$ cat config.mk
export PLATFORM = sky130hd
export DESIGN_NAME = ltd_datapath
export DESIGN_NICKNAME = d
export VERILOG_FILES = /design/src/hw/ltd_pkg.sv /design/src/hw/ltd_fifo.sv /design/src/hw/ltd_datapath.sv
export SDC_FILE = /design/constraint.sdc
export NUM_CORES = 1
export LEC_CHECK = 0
export BUFFER_PORTS_ARGS = -buffer_cell sky130_fd_sc_hd__buf_2
export CORE_AREA = 2 2 226 228
export CTS_CLUSTER_DIAMETER = 200
export CTS_CLUSTER_SIZE = 25
export DETAILED_ROUTE_END_ITERATION = 8
export DIE_AREA = 0 0 228 230
export PLACE_DENSITY = 0.72
export SLEW_MARGIN = 25
export SYNTH_ARGS = -nofsm -noshare
export SYNTH_HDL_FRONTEND = slang
export SYNTH_SLANG_ARGS = --single-unit
$ cat constraint.sdc
create_clock -name pclk -period 6.8 [get_ports pclk]
set_clock_uncertainty 0.15 [all_clocks]
set_input_delay 1.36 -clock pclk [delete_from_list [all_inputs] [get_ports pclk]]
set_output_delay 1.36 -clock pclk [all_outputs]
set_load 0.03 [all_outputs]
$ cat src/hw/ltd_pkg.sv
// package: register map, field layout and encodings of the logic tile datapath
package ltd_pkg;
	// ----------------------------------------
	// sizes
	// ----------------------------------------
	localparam int unsigned DATA_W     = 8;
	localparam int unsigned CRAM_WORDS = 8;
	localparam int unsigned CRAM_W     = 16;
	localparam int unsigned FIFO_DEPTH = 4;
	localparam int unsigned COND_W     = 16;

	// ----------------------------------------
	// register byte offsets
	// ----------------------------------------
	localparam logic [7:0] OFF_ACC0  = 8'h00;
	localparam logic [7:0] OFF_ACC1  = 8'h04;
	localparam logic [7:0] OFF_DAT0  = 8'h08;
	localparam logic [7:0] OFF_DAT1  = 8'h0C;
	localparam logic [7:0] OFF_FIFO0 = 8'h10;
	localparam logic [7:0] OFF_FIFO1 = 8'h14;
	localparam logic [7:0] OFF_CTRL  = 8'h18;
	localparam logic [7:0] OFF_STAT  = 8'h1C;
	localparam logic [7:0] OFF_CFG   = 8'h20;
	localparam logic [7:0] OFF_MASK  = 8'h24;
	localparam logic [7:0] OFF_OSEL  = 8'h28;
	localparam logic [7:0] OFF_SSEL  = 8'h2C;
	localparam logic [7:0] OFF_CRAM  = 8'h40;
	localparam logic [7:0] OFF_CRAM_LAST = 8'h5C;

	// ----------------------------------------
	// static configuration fields
	// ----------------------------------------
	localparam int unsigned CFG_DP_EN  = 0;
	localparam int unsigned CFG_SC_EN  = 1;
	localparam int unsigned CFG_F0_OUT = 2;
	localparam int unsigned CFG_MSB    = 4;
	localparam int unsigned CFG_CHAIN  = 7;
	localparam int unsigned CFG_TMUX   = 8;
	localparam int unsigned MSK_CMP0   = 0;
	localparam int unsigned MSK_CMP1   = 8;
	localparam int unsigned MSK_OR     = 16;
	localparam int unsigned MSK_STICKY = 24;

	// ----------------------------------------
	// reset values
	// ----------------------------------------
	localparam logic [31:0] CFG_RST  = 32'h0000_0070;
	localparam logic [31:0] MASK_RST = 32'h0000_FFFF;
	localparam logic [31:0] SEL_RST  = 32'h0000_0000;

	// ----------------------------------------
	// per-cycle configuration word fields
	// ----------------------------------------
	localparam int unsigned CW_OP   = 0;
	localparam int unsigned CW_SRCA = 3;
	localparam int unsigned CW_SRCB = 4;
	localparam int unsigned CW_SHF  = 6;
	localparam int unsigned CW_DST  = 8;
	localparam int unsigned CW_ORM  = 10;
	localparam int unsigned CW_CIN  = 11;
	localparam int unsigned CW_CRC  = 12;
	localparam int unsigned CW_CMP  = 13;
	localparam int unsigned CW_F0   = 14;

	typedef enum logic [2:0] {
		OP_PASS = 3'h0,
		OP_INC  = 3'h1,
		OP_DEC  = 3'h2,
		OP_ADD  = 3'h3,
		OP_SUB  = 3'h4,
		OP_AND  = 3'h5,
		OP_OR   = 3'h6,
		OP_XOR  = 3'h7
	} ltd_alu_op_t;

	typedef enum logic [1:0] {
		SH_NONE  = 2'h0,
		SH_LEFT  = 2'h1,
		SH_RIGHT = 2'h2,
		SH_SWAP  = 2'h3
	} ltd_shift_t;
endpackage : ltd_pkg

$ cat src/hw/ltd_fifo.sv
// four-byte buffer between the bus side and the datapath side
`timescale 1ns/1ps
module ltd_fifo #(
	parameter int unsigned W     = 8,
	parameter int unsigned DEPTH = 4
) (
	// clock and reset
	input  wire logic         pclk,
	input  wire logic         presetn,
	// filling side
	input  wire logic         push,
	input  wire logic [W-1:0] wdata,
	// draining side
	input  wire logic         pop,
	output logic      [W-1:0] rdata,
	// state
	output logic              full,
	output logic              empty
);
	localparam int unsigned PW = $clog2(DEPTH);
	localparam int unsigned CW = $clog2(DEPTH + 1);

	logic [W-1:0]  mem_ff [DEPTH];
	logic [W-1:0]  last_ff;
	logic [PW-1:0] wptr_ff;
	logic [PW-1:0] rptr_ff;
	logic [CW-1:0] count_ff;
	logic          do_push;
	logic          do_pop;

	// depth must be a power of two: pointers wrap by overflow
	assign full    = (count_ff == CW'(DEPTH));
	assign empty   = (count_ff == '0);
	assign do_push = push & ~full;
	assign do_pop  = pop & ~empty;
	// empty read returns the last value taken
	assign rdata   = empty ? last_ff : mem_ff[rptr_ff];

	always_ff @(posedge pclk or negedge presetn) begin
		if (!presetn) begin
			wptr_ff  <= '0;
			rptr_ff  <= '0;
			count_ff <= '0;
			last_ff  <= '0;
		end else begin
			if (do_push) begin
				wptr_ff <= PW'(wptr_ff + 1'b1);
			end
			if (do_pop) begin
				rptr_ff <= PW'(rptr_ff + 1'b1);
				last_ff <= mem_ff[rptr_ff];
			end
			count_ff <= CW'(count_ff + CW'(do_push) - CW'(do_pop));
		end
	end

	always_ff @(posedge pclk) begin
		if (do_push) begin
			mem_ff[wptr_ff] <= wdata;
		end
	end
endmodule : ltd_fifo

$ cat src/hw/ltd_datapath.sv
// logic tile datapath with control and status registers behind an apb slave
`timescale 1ns/1ps
module ltd_datapath #(
	parameter int unsigned FIFO_DEPTH = ltd_pkg::FIFO_DEPTH
) (
	// clock and reset
	input  wire logic        pclk,
	input  wire logic        presetn,
	// apb slave
	input  wire logic [7:0]  paddr,
	input  wire logic        psel,
	input  wire logic        penable,
	input  wire logic        pwrite,
	input  wire logic [31:0] pwdata,
	output logic      [31:0] prdata,
	output logic             pready,
	output logic             pslverr,
	// routing fabric
	input  wire logic [5:0]  route_in,
	output logic      [5:0]  route_out,
	output logic      [7:0]  ctrl_out,
	// chaining
	input  wire logic        chain_carry_in,
	input  wire logic        chain_shift_in,
	input  wire logic        chain_eq_in,
	input  wire logic        chain_lt_in,
	output logic             chain_carry_out,
	output logic             chain_shift_out,
	output logic             chain_eq_out,
	output logic             chain_lt_out
);
	logic [31:0] cfg_ff, mask_ff, osel_ff, ssel_ff, prdata_ff, nxt_prdata;
	logic [7:0]  acc0_ff, acc1_ff, dat0_ff, dat1_ff, ctrl_ff, sticky_ff;
	logic [15:0] cram_ff [ltd_pkg::CRAM_WORDS];
	logic [15:0] cw;
	logic [7:0]  src_a, src_b, b_eff, alu, post, result, wmask;
	logic [7:0]  c0a, c0b, c1a, c1b, stat_raw, stat_val;
	logic [8:0]  sum9;
	logic [2:0]  msb;
	logic [15:0] cond;
	logic [5:0]  route_out_ff;
	logic [3:0]  chain_ff;
	logic        carry_ff, shift_ff, pready_ff, pslverr_ff;
	logic        setup, done, wr, rd, dp_run, sc_run, chain_en, tmux;
	logic        si, ci, co, so, ov, fb, eq0, lt0, eq1, lt1;
	logic [1:0]  f_push, f_pop, f_full, f_empty, f_load;
	logic [7:0]  f_wdata [2];
	logic [7:0]  f_rdata [2];
	ltd_pkg::ltd_alu_op_t op;

	function automatic logic addr_ok(input logic [7:0] a);
		return (a[1:0] == 2'h0) && ((a <= ltd_pkg::OFF_SSEL) ||
			((a >= ltd_pkg::OFF_CRAM) && (a <= ltd_pkg::OFF_CRAM_LAST)));
	endfunction : addr_ok

	function automatic logic in_cram(input logic [7:0] a);
		return (a >= ltd_pkg::OFF_CRAM) && (a <= ltd_pkg::OFF_CRAM_LAST);
	endfunction : in_cram

	// ----------------------------------------
	// apb slave
	// ----------------------------------------
	// no wait state: read data is sampled in setup so outputs stay registered
	assign setup = psel & ~penable;
	assign done  = psel & penable & pready_ff;
	assign wr    = done & pwrite & ~pslverr_ff;
	assign rd    = done & ~pwrite & ~pslverr_ff;

	always_comb begin
		nxt_prdata = 32'h0000_0000;
		unique case (paddr)
			ltd_pkg::OFF_ACC0:  nxt_prdata[7:0] = acc0_ff;
			ltd_pkg::OFF_ACC1:  nxt_prdata[7:0] = acc1_ff;
			ltd_pkg::OFF_DAT0:  nxt_prdata[7:0] = dat0_ff;
			ltd_pkg::OFF_DAT1:  nxt_prdata[7:0] = dat1_ff;
			ltd_pkg::OFF_FIFO0: nxt_prdata[7:0] = f_rdata[0];
			ltd_pkg::OFF_FIFO1: nxt_prdata[7:0] = f_rdata[1];
			ltd_pkg::OFF_CTRL:  nxt_prdata[7:0] = ctrl_ff;
			ltd_pkg::OFF_STAT:  nxt_prdata[7:0] = stat_val;
			ltd_pkg::OFF_CFG:   nxt_prdata = cfg_ff;
			ltd_pkg::OFF_MASK:  nxt_prdata = mask_ff;
			ltd_pkg::OFF_OSEL:  nxt_prdata = osel_ff;
			ltd_pkg::OFF_SSEL:  nxt_prdata = ssel_ff;
			default: begin
				if (in_cram(paddr)) begin
					nxt_prdata[15:0] = cram_ff[paddr[4:2]];
				end
			end
		endcase
	end

	always_ff @(posedge pclk or negedge presetn) begin
		if (!presetn) begin
			pready_ff  <= 1'b0;
			pslverr_ff <= 1'b0;
			prdata_ff  <= 32'h0000_0000;
		end else begin
			pready_ff  <= setup;
			pslverr_ff <= setup & ~addr_ok(paddr);
			if (setup) begin
				prdata_ff <= nxt_prdata;
			end
		end
	end

	// ----------------------------------------
	// software registers
	// ----------------------------------------
	always_ff @(posedge pclk or negedge presetn) begin
		if (!presetn) begin
			cfg_ff  <= ltd_pkg::CFG_RST;
			mask_ff <= ltd_pkg::MASK_RST;
			osel_ff <= ltd_pkg::SEL_RST;
			ssel_ff <= ltd_pkg::SEL_RST;
			ctrl_ff <= 8'h00;
		end else if (wr) begin
			if (paddr == ltd_pkg::OFF_CFG)  cfg_ff  <= pwdata;
			if (paddr == ltd_pkg::OFF_MASK) mask_ff <= pwdata;
			if (paddr == ltd_pkg::OFF_OSEL) osel_ff <= pwdata;
			if (paddr == ltd_pkg::OFF_SSEL) ssel_ff <= pwdata;
			if (paddr == ltd_pkg::OFF_CTRL) ctrl_ff <= pwdata[7:0];
		end
	end

	// configuration memory, written only over the bus
	always_ff @(posedge pclk or negedge presetn) begin
		if (!presetn) begin
			for (int i = 0; i < ltd_pkg::CRAM_WORDS; i++) begin
				cram_ff[i] <= 16'h0000;
			end
		end else if (wr && in_cram(paddr)) begin
			cram_ff[paddr[4:2]] <= pwdata[15:0];
		end
	end

	// ----------------------------------------
	// operand and alu
	// ----------------------------------------
	assign dp_run   = cfg_ff[ltd_pkg::CFG_DP_EN];
	assign sc_run   = cfg_ff[ltd_pkg::CFG_SC_EN];
	assign chain_en = cfg_ff[ltd_pkg::CFG_CHAIN];
	assign tmux     = cfg_ff[ltd_pkg::CFG_TMUX];
	assign msb      = cfg_ff[ltd_pkg::CFG_MSB +: 3];
	assign wmask    = 8'hFF >> (3'h7 - msb);
	assign cw       = cram_ff[route_in[2:0]];
	assign op       = ltd_pkg::ltd_alu_op_t'(cw[ltd_pkg::CW_OP +: 3]);
	assign src_a    = cw[ltd_pkg::CW_SRCA] ? acc1_ff : acc0_ff;
	// registered carry and shift win over live neighbours when time sharing
	assign si = tmux ? shift_ff : (chain_en ? chain_shift_in : route_in[3]);
	assign ci = cw[ltd_pkg::CW_CIN] &
		(tmux ? carry_ff : (chain_en ? chain_carry_in : route_in[4]));

	always_comb begin
		unique case (cw[ltd_pkg::CW_SRCB +: 2])
			2'h0: src_b = dat0_ff;
			2'h1: src_b = dat1_ff;
			2'h2: src_b = acc0_ff;
			2'h3: src_b = acc1_ff;
		endcase
	end

	always_comb begin
		unique case (op)
			ltd_pkg::OP_PASS: sum9 = {1'b0, src_a};
			ltd_pkg::OP_INC:  sum9 = {1'b0, src_a} + 9'h001;
			ltd_pkg::OP_DEC:  sum9 = {1'b0, src_a} - 9'h001;
			ltd_pkg::OP_ADD:  sum9 = {1'b0, src_a} + {1'b0, src_b} + {8'h00, ci};
			ltd_pkg::OP_SUB:  sum9 = {1'b0, src_a} - {1'b0, src_b} - {8'h00, ci};
			ltd_pkg::OP_AND:  sum9 = {1'b0, src_a & src_b};
			ltd_pkg::OP_OR:   sum9 = {1'b0, src_a | src_b};
			ltd_pkg::OP_XOR:  sum9 = {1'b0, src_a ^ src_b};
		endcase
	end

	assign b_eff = (op == ltd_pkg::OP_SUB) ? ~src_b : src_b;
	assign co    = sum9[4'(msb) + 4'h1];
	assign ov    = ((op == ltd_pkg::OP_ADD) || (op == ltd_pkg::OP_SUB)) &&
		(src_a[msb] == b_eff[msb]) && (sum9[msb] != src_a[msb]);
	assign fb    = src_a[msb] ^ si;
	assign alu   = sum9[7:0];

	// ----------------------------------------
	// post stage
	// ----------------------------------------
	always_comb begin
		post = alu;
		so   = 1'b0;
		unique case (ltd_pkg::ltd_shift_t'(cw[ltd_pkg::CW_SHF +: 2]))
			ltd_pkg::SH_NONE:  post = alu;
			ltd_pkg::SH_LEFT: begin
				post = {alu[6:0], si};
				so   = alu[msb];
			end
			ltd_pkg::SH_RIGHT: begin
				post = ((alu >> 1) & ~(8'h01 << msb)) | ({7'h00, si} << msb);
				so   = alu[0];
			end
			ltd_pkg::SH_SWAP:  post = {alu[3:0], alu[7:4]};
		endcase
		// polynomial taken from operand b, feedback from the msb
		if (cw[ltd_pkg::CW_CRC]) begin
			post = {src_a[6:0], 1'b0} ^ (fb ? src_b : 8'h00);
			so   = src_a[msb];
		end
		if (cw[ltd_pkg::CW_ORM]) begin
			post = post | mask_ff[ltd_pkg::MSK_OR +: 8];
		end
		result = post & wmask;
	end

	// ----------------------------------------
	// conditions
	// ----------------------------------------
	assign c0a = acc0_ff & mask_ff[ltd_pkg::MSK_CMP0 +: 8];
	assign c0b = (cw[ltd_pkg::CW_CMP] ? acc1_ff : dat0_ff) & mask_ff[ltd_pkg::MSK_CMP0 +: 8];
	assign c1a = (cw[ltd_pkg::CW_CMP] ? acc0_ff : acc1_ff) & mask_ff[ltd_pkg::MSK_CMP1 +: 8];
	assign c1b = dat1_ff & mask_ff[ltd_pkg::MSK_CMP1 +: 8];
	// this tile is the upper byte; the lower neighbour decides ties
	assign eq0 = (c0a == c0b) & (~chain_en | chain_eq_in);
	assign lt0 = (c0a < c0b) | ((c0a == c0b) & chain_en & chain_lt_in);
	assign eq1 = (c1a == c1b);
	assign lt1 = (c1a < c1b);
	assign cond = {route_in[5], f_full[1], f_empty[1], f_full[0], f_empty[0], so, co, ov,
		acc1_ff == 8'hFF, acc0_ff == 8'hFF, acc1_ff == 8'h00, acc0_ff == 8'h00,
		lt1, eq1, lt0, eq0};

	// ----------------------------------------
	// buffers
	// ----------------------------------------
	for (genvar i = 0; i < 2; i++) begin : g_fifo
		localparam logic [7:0] OFF = ltd_pkg::OFF_FIFO0 + 8'(4 * i);
		logic out_mode;
		logic dp_side;
		assign out_mode   = cfg_ff[ltd_pkg::CFG_F0_OUT + i];
		assign dp_side    = dp_run & cw[ltd_pkg::CW_F0 + i];
		assign f_push[i]  = out_mode ? dp_side : (wr && paddr == OFF);
		assign f_pop[i]   = out_mode ? (rd && paddr == OFF) : dp_side;
		assign f_load[i]  = dp_side & ~out_mode;
		assign f_wdata[i] = out_mode ? result : pwdata[7:0];
		ltd_fifo #(
			.W     (ltd_pkg::DATA_W),
			.DEPTH (FIFO_DEPTH)
		) u_fifo (
			.pclk    (pclk),
			.presetn (presetn),
			.push    (f_push[i]),
			.wdata   (f_wdata[i]),
			.pop     (f_pop[i]),
			.rdata   (f_rdata[i]),
			.full    (f_full[i]),
			.empty   (f_empty[i])
		);
	end

	// ----------------------------------------
	// working registers
	// ----------------------------------------
	// a bus write wins over the datapath in the same cycle
	always_ff @(posedge pclk or negedge presetn) begin
		if (!presetn) begin
			acc0_ff  <= 8'h00;
			acc1_ff  <= 8'h00;
			dat0_ff  <= 8'h00;
			dat1_ff  <= 8'h00;
			carry_ff <= 1'b0;
			shift_ff <= 1'b0;
		end else begin
			if (wr && paddr == ltd_pkg::OFF_ACC0) acc0_ff <= pwdata[7:0];
			else if (dp_run && cw[ltd_pkg::CW_DST]) acc0_ff <= result;
			if (wr && paddr == ltd_pkg::OFF_ACC1) acc1_ff <= pwdata[7:0];
			else if (dp_run && cw[ltd_pkg::CW_DST + 1]) acc1_ff <= result;
			if (wr && paddr == ltd_pkg::OFF_DAT0) dat0_ff <= pwdata[7:0];
			else if (f_load[0]) dat0_ff <= f_rdata[0];
			if (wr && paddr == ltd_pkg::OFF_DAT1) dat1_ff <= pwdata[7:0];
			else if (f_load[1]) dat1_ff <= f_rdata[1];
			if (dp_run) begin
				carry_ff <= co;
				shift_ff <= so;
			end
		end
	end

	// ----------------------------------------
	// status capture
	// ----------------------------------------
	always_comb begin
		for (int i = 0; i < 8; i++) begin
			stat_raw[i] = cond[ssel_ff[4 * i +: 4]];
		end
		stat_val = (mask_ff[ltd_pkg::MSK_STICKY +: 8] & sticky_ff) |
			(~mask_ff[ltd_pkg::MSK_STICKY +: 8] & stat_raw);
	end

	// only bits that were returned are cleared; a new set wins
	always_ff @(posedge pclk or negedge presetn) begin
		if (!presetn) begin
			sticky_ff <= 8'h00;
		end else if (sc_run) begin
			sticky_ff <= (stat_raw & mask_ff[ltd_pkg::MSK_STICKY +: 8]) |
				(sticky_ff & ~((rd && paddr == ltd_pkg::OFF_STAT) ? prdata_ff[7:0] : 8'h00));
		end
	end

	// ----------------------------------------
	// routing and chain outputs
	// ----------------------------------------
	always_ff @(posedge pclk or negedge presetn) begin
		if (!presetn) begin
			route_out_ff <= 6'h00;
			chain_ff     <= 4'h0;
		end else begin
			for (int i = 0; i < 6; i++) begin
				route_out_ff[i] <= cond[osel_ff[4 * i +: 4]];
			end
			chain_ff <= {lt0, eq0, so, co};
		end
	end

	assign prdata          = prdata_ff;
	assign pready          = pready_ff;
	assign pslverr         = pslverr_ff;
	assign route_out       = route_out_ff;
	assign ctrl_out        = ctrl_ff;
	assign chain_carry_out = chain_ff[0];
	assign chain_shift_out = chain_ff[1];
	assign chain_eq_out    = chain_ff[2];
	assign chain_lt_out    = chain_ff[3];
endmodule : ltd_datapath

Yosys cells after proc, flatten, opt, wreduce, memory -nomap -nowiden --
Memories as Yosys holds them, arrays and structs flattened. Cells that the tools add are included.
Storage, ports and cells: register bits 380, bits in writable memories 64, bits of input ports 55, output and inout port bits 52, word-level logic and storage cells 294, memories kept 2
Cells by class: add/sub/neg operators 16, order comparisons 25, equal/unequal tests 32, shift-type cells 3, mux-type cells 87, bitwise logic cells 58, reduce and logical (&&, ||, !) cells 38
Memory list:
- g_fifo[0].u_fifo.mem_ff | words 4, width 8, rd ports 1, clocked after Yosys merged registers in 0, write ports 1, line ltd_fifo.sv:23 | logic [W-1:0] mem_ff [DEPTH];
- g_fifo[1].u_fifo.mem_ff | words 4, width 8, rd ports 1, clocked after Yosys merged registers in 0, write ports 1, line ltd_fifo.sv:23
Operators by type and width (count):
- $mux 8 | 20
- $bwmux 128 | 1
- $bmux 16 s3 | 2
- $mux 16 | 6
- $pmux 8 s12 | 1
- $and 8x8->8 | 10
- $lt 4x5->1 const B | 15
- $pmux 9 s8 | 1
- $pmux 16 s4 | 1
- $pmux 8 s4 | 2
- $bmux 1 s4 | 15
- $demux 16 s3 | 1
- $or 8x8->8 | 5
- $pmux 8 s5 | 1
- $eq 8x5->1 const B | 4
- $eq 8x6->1 const B | 4
- $mux 1 | 32
- $not 8->8 | 4
- $logic_not 8->1 | 3
- $and 1x1->1 | 20
- $eq 3x3->1 const B | 6
- $logic_and 1x1->1 | 17
- $eq 8x4->1 const B | 2
- $eq 8x8->1 | 2
- 44 further kinds | 84

Longest topological paths before layout --
depth after elaboration 18, depth in mapped cells 24, mapped depth without buffers 21

Modules after synthesis --
From an unflattened synthesis, not the netlist that was laid out.
Unflattened totals: cells, all modules 2418, area, all modules 27463.8 um^2
Modules (own cells, without submodules):
- ltd_datapath | times used 1, cells an instance 2214, area an instance 23477.5 um^2, sequential area each 8782.2 um^2
- ltd_fifo | times used 2, cells an instance 102, area an instance 1993.2 um^2, sequential area each 1336.3 um^2

Worst setup path after synthesis --
OpenSTA, ideal clock, no wires.
kind input to register, start in route_in[0], end reg route_out_ff[0], in the netlist route_out[0], library setup time 120 ps, arrival 6980 ps, data required time 6530 ps, path slack -449 ps, stages 21, path buffers 4, cell sequence buf_6 buf_4 buf_2 buf_1 mux4_2 o211ai_1 fa_1 inv_1 fa_1 nand2b_1 a2111oi_0 o31a_1 o21ai_1 a31oi_1 a211oi_1 a211oi_1 a22oi_2 mux2i_2 nand2_2 mux4_2 a31o_1
Between the ends: word-level cells in the longest chain between the ends 15, elaborated cells on any way between the ends 63, classes of those cells add/sub: 6; order compare: 2; eq/ne: 16; mux: 22; bitwise: 12; reduce/logical: 5
RTL lines:
- from (decl) | line ltd_datapath.sv:19 | input wire logic [5:0] route_in,
- $not 3->4 (not written as such) (*) | line ltd_datapath.sv:145 | assign cw = cram_ff[route_in[2:0]];
- $bmux 16 s3 (*) | line ltd_datapath.sv:145
- $mux 16 (not written as such) (*) (2 in a row) | line ltd_datapath.sv:145
- $eq 2x2->1 (tied with other cells) | line ltd_datapath.sv:154 | unique case (cw[ltd_pkg::CW_SRCB +: 2])
- $pmux 8 s4 | line ltd_datapath.sv:154
- $sub 8x8->9 (tied with other cells) | line ltd_datapath.sv:168 | ltd_pkg::OP_SUB: sum9 = {1'b0, src_a} - {1'b0, src_b} - {8'h00, ci};
- $sub 9x1->9 (tied with other cells) | line ltd_datapath.sv:168
- $pmux 9 s8 / $bmux 1 s3 (equally long branches) | line ltd_datapath.sv:163, ltd_datapath.sv:178
- $bmux 1 s3 / $mux 1 (equally long branches) | line ltd_datapath.sv:178, ltd_datapath.sv:192
- $mux 1 (not written as such) (tied with other cells) | line ltd_datapath.sv:192 | so = alu[msb];
- $pmux 1 s2 (tied with other cells) | line ltd_datapath.sv:188 | unique case (ltd_pkg::ltd_shift_t'(cw[ltd_pkg::CW_SHF +: 2]))
- $mux 1 / $logic_and 1x1->1 (equally long branches) | line ltd_datapath.sv:201, ltd_datapath.sv:178
- $bmux 1 s4 (*) | line ltd_datapath.sv:313 | route_out_ff[i] <= cond[osel_ff[4 * i +: 4]];
- $mux 1 (not written as such) (*) | line ltd_datapath.sv:313
- to (signal, indexed assignment) | line ltd_datapath.sv:313
- to (decl) | line ltd_datapath.sv:41 | logic [5:0] route_out_ff;
Every way passes the cells marked *; elsewhere a longest branch is shown, timed or not. The select of a mux whose other input is x is not followed. A chain may end at the register's enable or synchronous reset.

Final worst setup path --
start in route_in[0], end reg route_out_ff[1], in the netlist route_out[1]
The elaborated chain is that of the path after synthesis.

==> impl_results.rst <==
.. list-table::
   :header-rows: 1

   * - Metric
     - Value
   * - First drt pass iteration count
     - 6
   * - Count of buffers from port buffering
     - 106
   * - GR Overflow Total
     - 0
   * - Routed len/inst
     - 29.54 um
   * - Fmax
     - 156.1 MHz
   * - Effective utilization at floorplan
     - 0.5466
   * - Number of cells produced by synthesis
     - 2405
   * - DRC violations left
     - 0
   * - Startpoint of the worst-slack reg-to-reg timing path
     - cram_ff[4]
   * - Distinct cells, synth
     - 96
   * - Final-report max-slew violation count
     - 0
   * - Final Core Density
     - 0.5994
   * - R2R cell count
     - 22
   * - RePlAce Congestion
     - about 1
   * - Worst Slack Setup Final
     - 394.3 ps
   * - Worst Setup End Kind
     - register
   * - Max Cap Violations
     - 0
   * - Post-synthesis async set-or-reset flop share
     - 0.8559
   * - Worst Path Max Fanout
     - 14
   * - # nets final
     - roughly 2600
   * - Row count
     - 82
   * - Worst reg2reg path endpoint
     - route_out[1]
   * - Number of gates given a new drive strength after cts
     - 0
   * - Post-Synthesis Cell Area
     - 0.02725 sq mm
   * - Outcome
     - finished clean
   * - Cell taking the most area after synthesis
     - dfrtp_1
   * - Routed wire length
     - 94440 um
   * - Type of the tightest min-delay check
     - reg -> reg
   * - Setup-failing EPs final
     - 0
   * - Final instance count without filler cells
     - 3197
   * - Horizontal extent of the die
     - 228 um
   * - # clock sinks
     - 444
   * - Later-pin clock latency in the skew report
     - between 500 and 600 ps
   * - Leading register cell type out of synthesis
     - dfrtp_1
   * - Share of the clock period used by the worst path after layout
     - 0.9420
   * - Data arrival, critical path
     - 6690 ps
   * - Vert. Die Dim
     - about 230 um
   * - CTS tree
     - done
   * - H-tree lvl count
     - 1
   * - Number of buffers inserted for hold repair after clock tree synthesis
     - 0
   * - Cell depth of the worst min-delay path
     - 2
   * - Syn-to-layout area delta
     - 9.664%
   * - Worst setup slack for register-to-register paths
     - between 900 and 1000 ps
   * - Final hold violations
     - 0
   * - Post-Syn Area per Cell
     - 11.33 sq um
   * - Wire length of the first global-routing pass
     - 141400 um
   * - Iteration-0 DRC Markers
     - 2319
   * - Number of enable-type register cells in the synthesized netlist
     - 64
   * - Required @ worst endpoint
     - 7080 ps
   * - Largest buffer count on any clock path
     - 3
   * - Count of boundary I/O pins
     - 107
   * - Worst hold path endpoint
     - prdata[26]
   * - Top post-synthesis cells by area
     - dfrtp_1, mux2_2, mux4_2
   * - Number of nets with antenna violations after detailed routing
     - 0
   * - Synthesized Nets
     - 2543
   * - Root cell of the clock tree
     - clkbuf_16
   * - Pin count of the biggest net entering global routing
     - 160
   * - Top cells by instance count after synthesis
     - dfrtp_1, mux2_2, nand2_1
   * - Actual transition at the worst max-transition pin
     - 1118 ps
   * - CTS clock-pin slew for the worst setup and hold paths
     - 100 ps
   * - Total clock buffers created by CTS
     - 21
   * - Number of global-route vias before repair
     - 21610
   * - Proportion of layout cells with a drive suffix above 1
     - 0.3229
   * - Type of the worst setup path
     - in -> reg
   * - Number of vias per cell after detailed routing
     - 6.779
   * - Fraction of synthesized cell area taken by the top area cell type
     - 0.3315
   * - Warnings from Yosys
     - 0
   * - Number of post-CTS setup repair buffers
     - 0
   * - Total half-perimeter wirelength after legalization and detailed placement
     - ~70000 um
   * - Register bit count reported by yosys
     - 444
   * - Lkg Pwr
     - 13.23 nW
   * - Post-placement worst setup slack
     - -190.5 ps
   * - Startpoint of the most critical setup path
     - route_in[0]
   * - Share of synthesized area occupied by flip-flops and latches
     - 0.4203
   * - Core Footprint
     - 0.04986 sq mm
   * - Most common cell in the synthesized netlist
     - dfrtp_1
   * - Time the final worst path needs with I/O delays and setup
     - approximately 6400 ps
   * - DIE AREA
     - around 0.052 sq mm
   * - Power density relative to cell area
     - 155.3 mW/mm^2
   * - All-Layer GR Usage
     - 0.3597
   * - Worst rel slew slack
     - 0.2465
   * - Detailed-route via count
     - approximately 22000
   * - Number of instances in the placed design
     - 3158
   * - Worst-case vdd ir drop
     - 0.0001775 V
   * - Startpoint of the worst hold path
     - prdata[26]
   * - Initial antenna violation count
     - 4
   * - Worst Setup Start Kind
     - input pin
-- cells in the final DEF (no fill, tap or decap), types with 19 or more instances in the layout --
| cell type | netlist | final |
|---|---|---|
| a21oi_1 | 92 | 92 |
| a221oi_1 | 43 | 43 |
| a22o_1 | 36 | 36 |
| a22oi_1 | 22 | 22 |
| and2_1 | 24 | 24 |
| buf_2 | 7 | 105 |
| buf_4 | 2 | 141 |
| clkbuf_16 | 0 | 21 |
| dfrtp_1 | 361 | 361 |
| dfstp_2 | 19 | 19 |
| edfxtp_1 | 64 | 64 |
| ha_1 | 75 | 75 |
| inv_1 | 71 | 71 |
| mux2_2 | 331 | 331 |
| mux2i_1 | 73 | 70 |
| mux4_2 | 124 | 124 |
| nand2_1 | 269 | 269 |
| nand3_1 | 58 | 58 |
| nand4_1 | 19 | 19 |
| nor2_1 | 95 | 92 |
| nor3_1 | 29 | 23 |
| o21ai_0 | 107 | 105 |
-- kinds of logic after synthesis --
group,Yosys count,synth area share
and+or+nand+nor,590,0.09972
adders and majority gates,83,0.04031
DFF,444,0.4203
muxes,542,0.2747
buffers and inverters,249,0.03631
xor gates and xnor gates,21,0.007024
AOI/OAI and AO/OA,476,0.1217
-- metal layers --
layer / global-route usage / vias up / routed length [um] / part of all wire
li1: - / 9202 / - / -
met1: 0.4988 / 11060 / 38620 / 0.41
met2: 0.5512 / 1138 / 42550 / 0.45
met3: 0.06312 / 271 / 7948 / 0.084
met4: 0.1754 / 4 / 5278 / 0.056
met5: 0 / - / 36 / 0.00038
-- how the worst max path moves through the flow --
stage / to / slack (ps) / cells past startpoint
finish: route_out[1] / 390 / 23
global route: route_out[1] / -2 / 23
CTS: route_out[1] / 400 / 23
detailed placement: route_out[1] / -190 / 23
global placement: route_out[1] / -20 / 23
floorplan: route_out[0] / 30 / 21
-- critical path: stages --
cell and delay, ps:
buf_2 180, mux4_2 570, mux2i_4 260, buf_12 200
mux2i_1 220, mux2i_1 140, ha_1 320, inv_1 60
ha_1 390, nand2_1 80, o21ai_1 220, a2111oi_0 110
a2111oi_1 430, buf_4 200, nand2_1 60, o211ai_1 350
o21ai_0 150, a221oi_1 330, o21ai_1 140, buf_12 170
o2111ai_1 190, nand2_1 90, o32ai_1 430
-- power by group --
part,switching [W],internal [W]
registers,0.0000230,0.00271
clock network,0.000866,0.000642
logic,0.000262,0.000136
total,0.00115,0.00349
-- final cells by class --
type,count,area (sq um)
diodes,1,2.502
clock buffers,36,591.8
clock inverters,2,38.79
fillers,4025,19980
inverters,74,277.8
multi-input cells,1712,14900
flip-flops and latches,444,11450
well taps,672,840.8
repair buffers,256,1779
-- state kept, by name, summed over array words and instances, names as in the netlist, 16 cells and up --
register	count
prdata	32
osel_ff	32
cfg_ff	32
cram_ff	128
g_fifo.u_fifo.last_ff	16
ssel_ff	32
g_fifo.u_fifo.mem_ff	64
mask_ff	32
-- per-stage QoR --
stage	area (sq um)	TNS, ps	hold WS [ps]	power, W
after CTS	29870	0	341.1	0.004657
after global routing	29890	-1.754	354.3	0.004784
final	29890	0	336.0	0.004641
after floorplan	27270	0	298.2	0.002983
after global placement	29230	-23.73	311.3	0.003172
after detailed placement	29240	-1707	318.2	0.003179
Note: power is estimated with default switching activity, not from simulation.
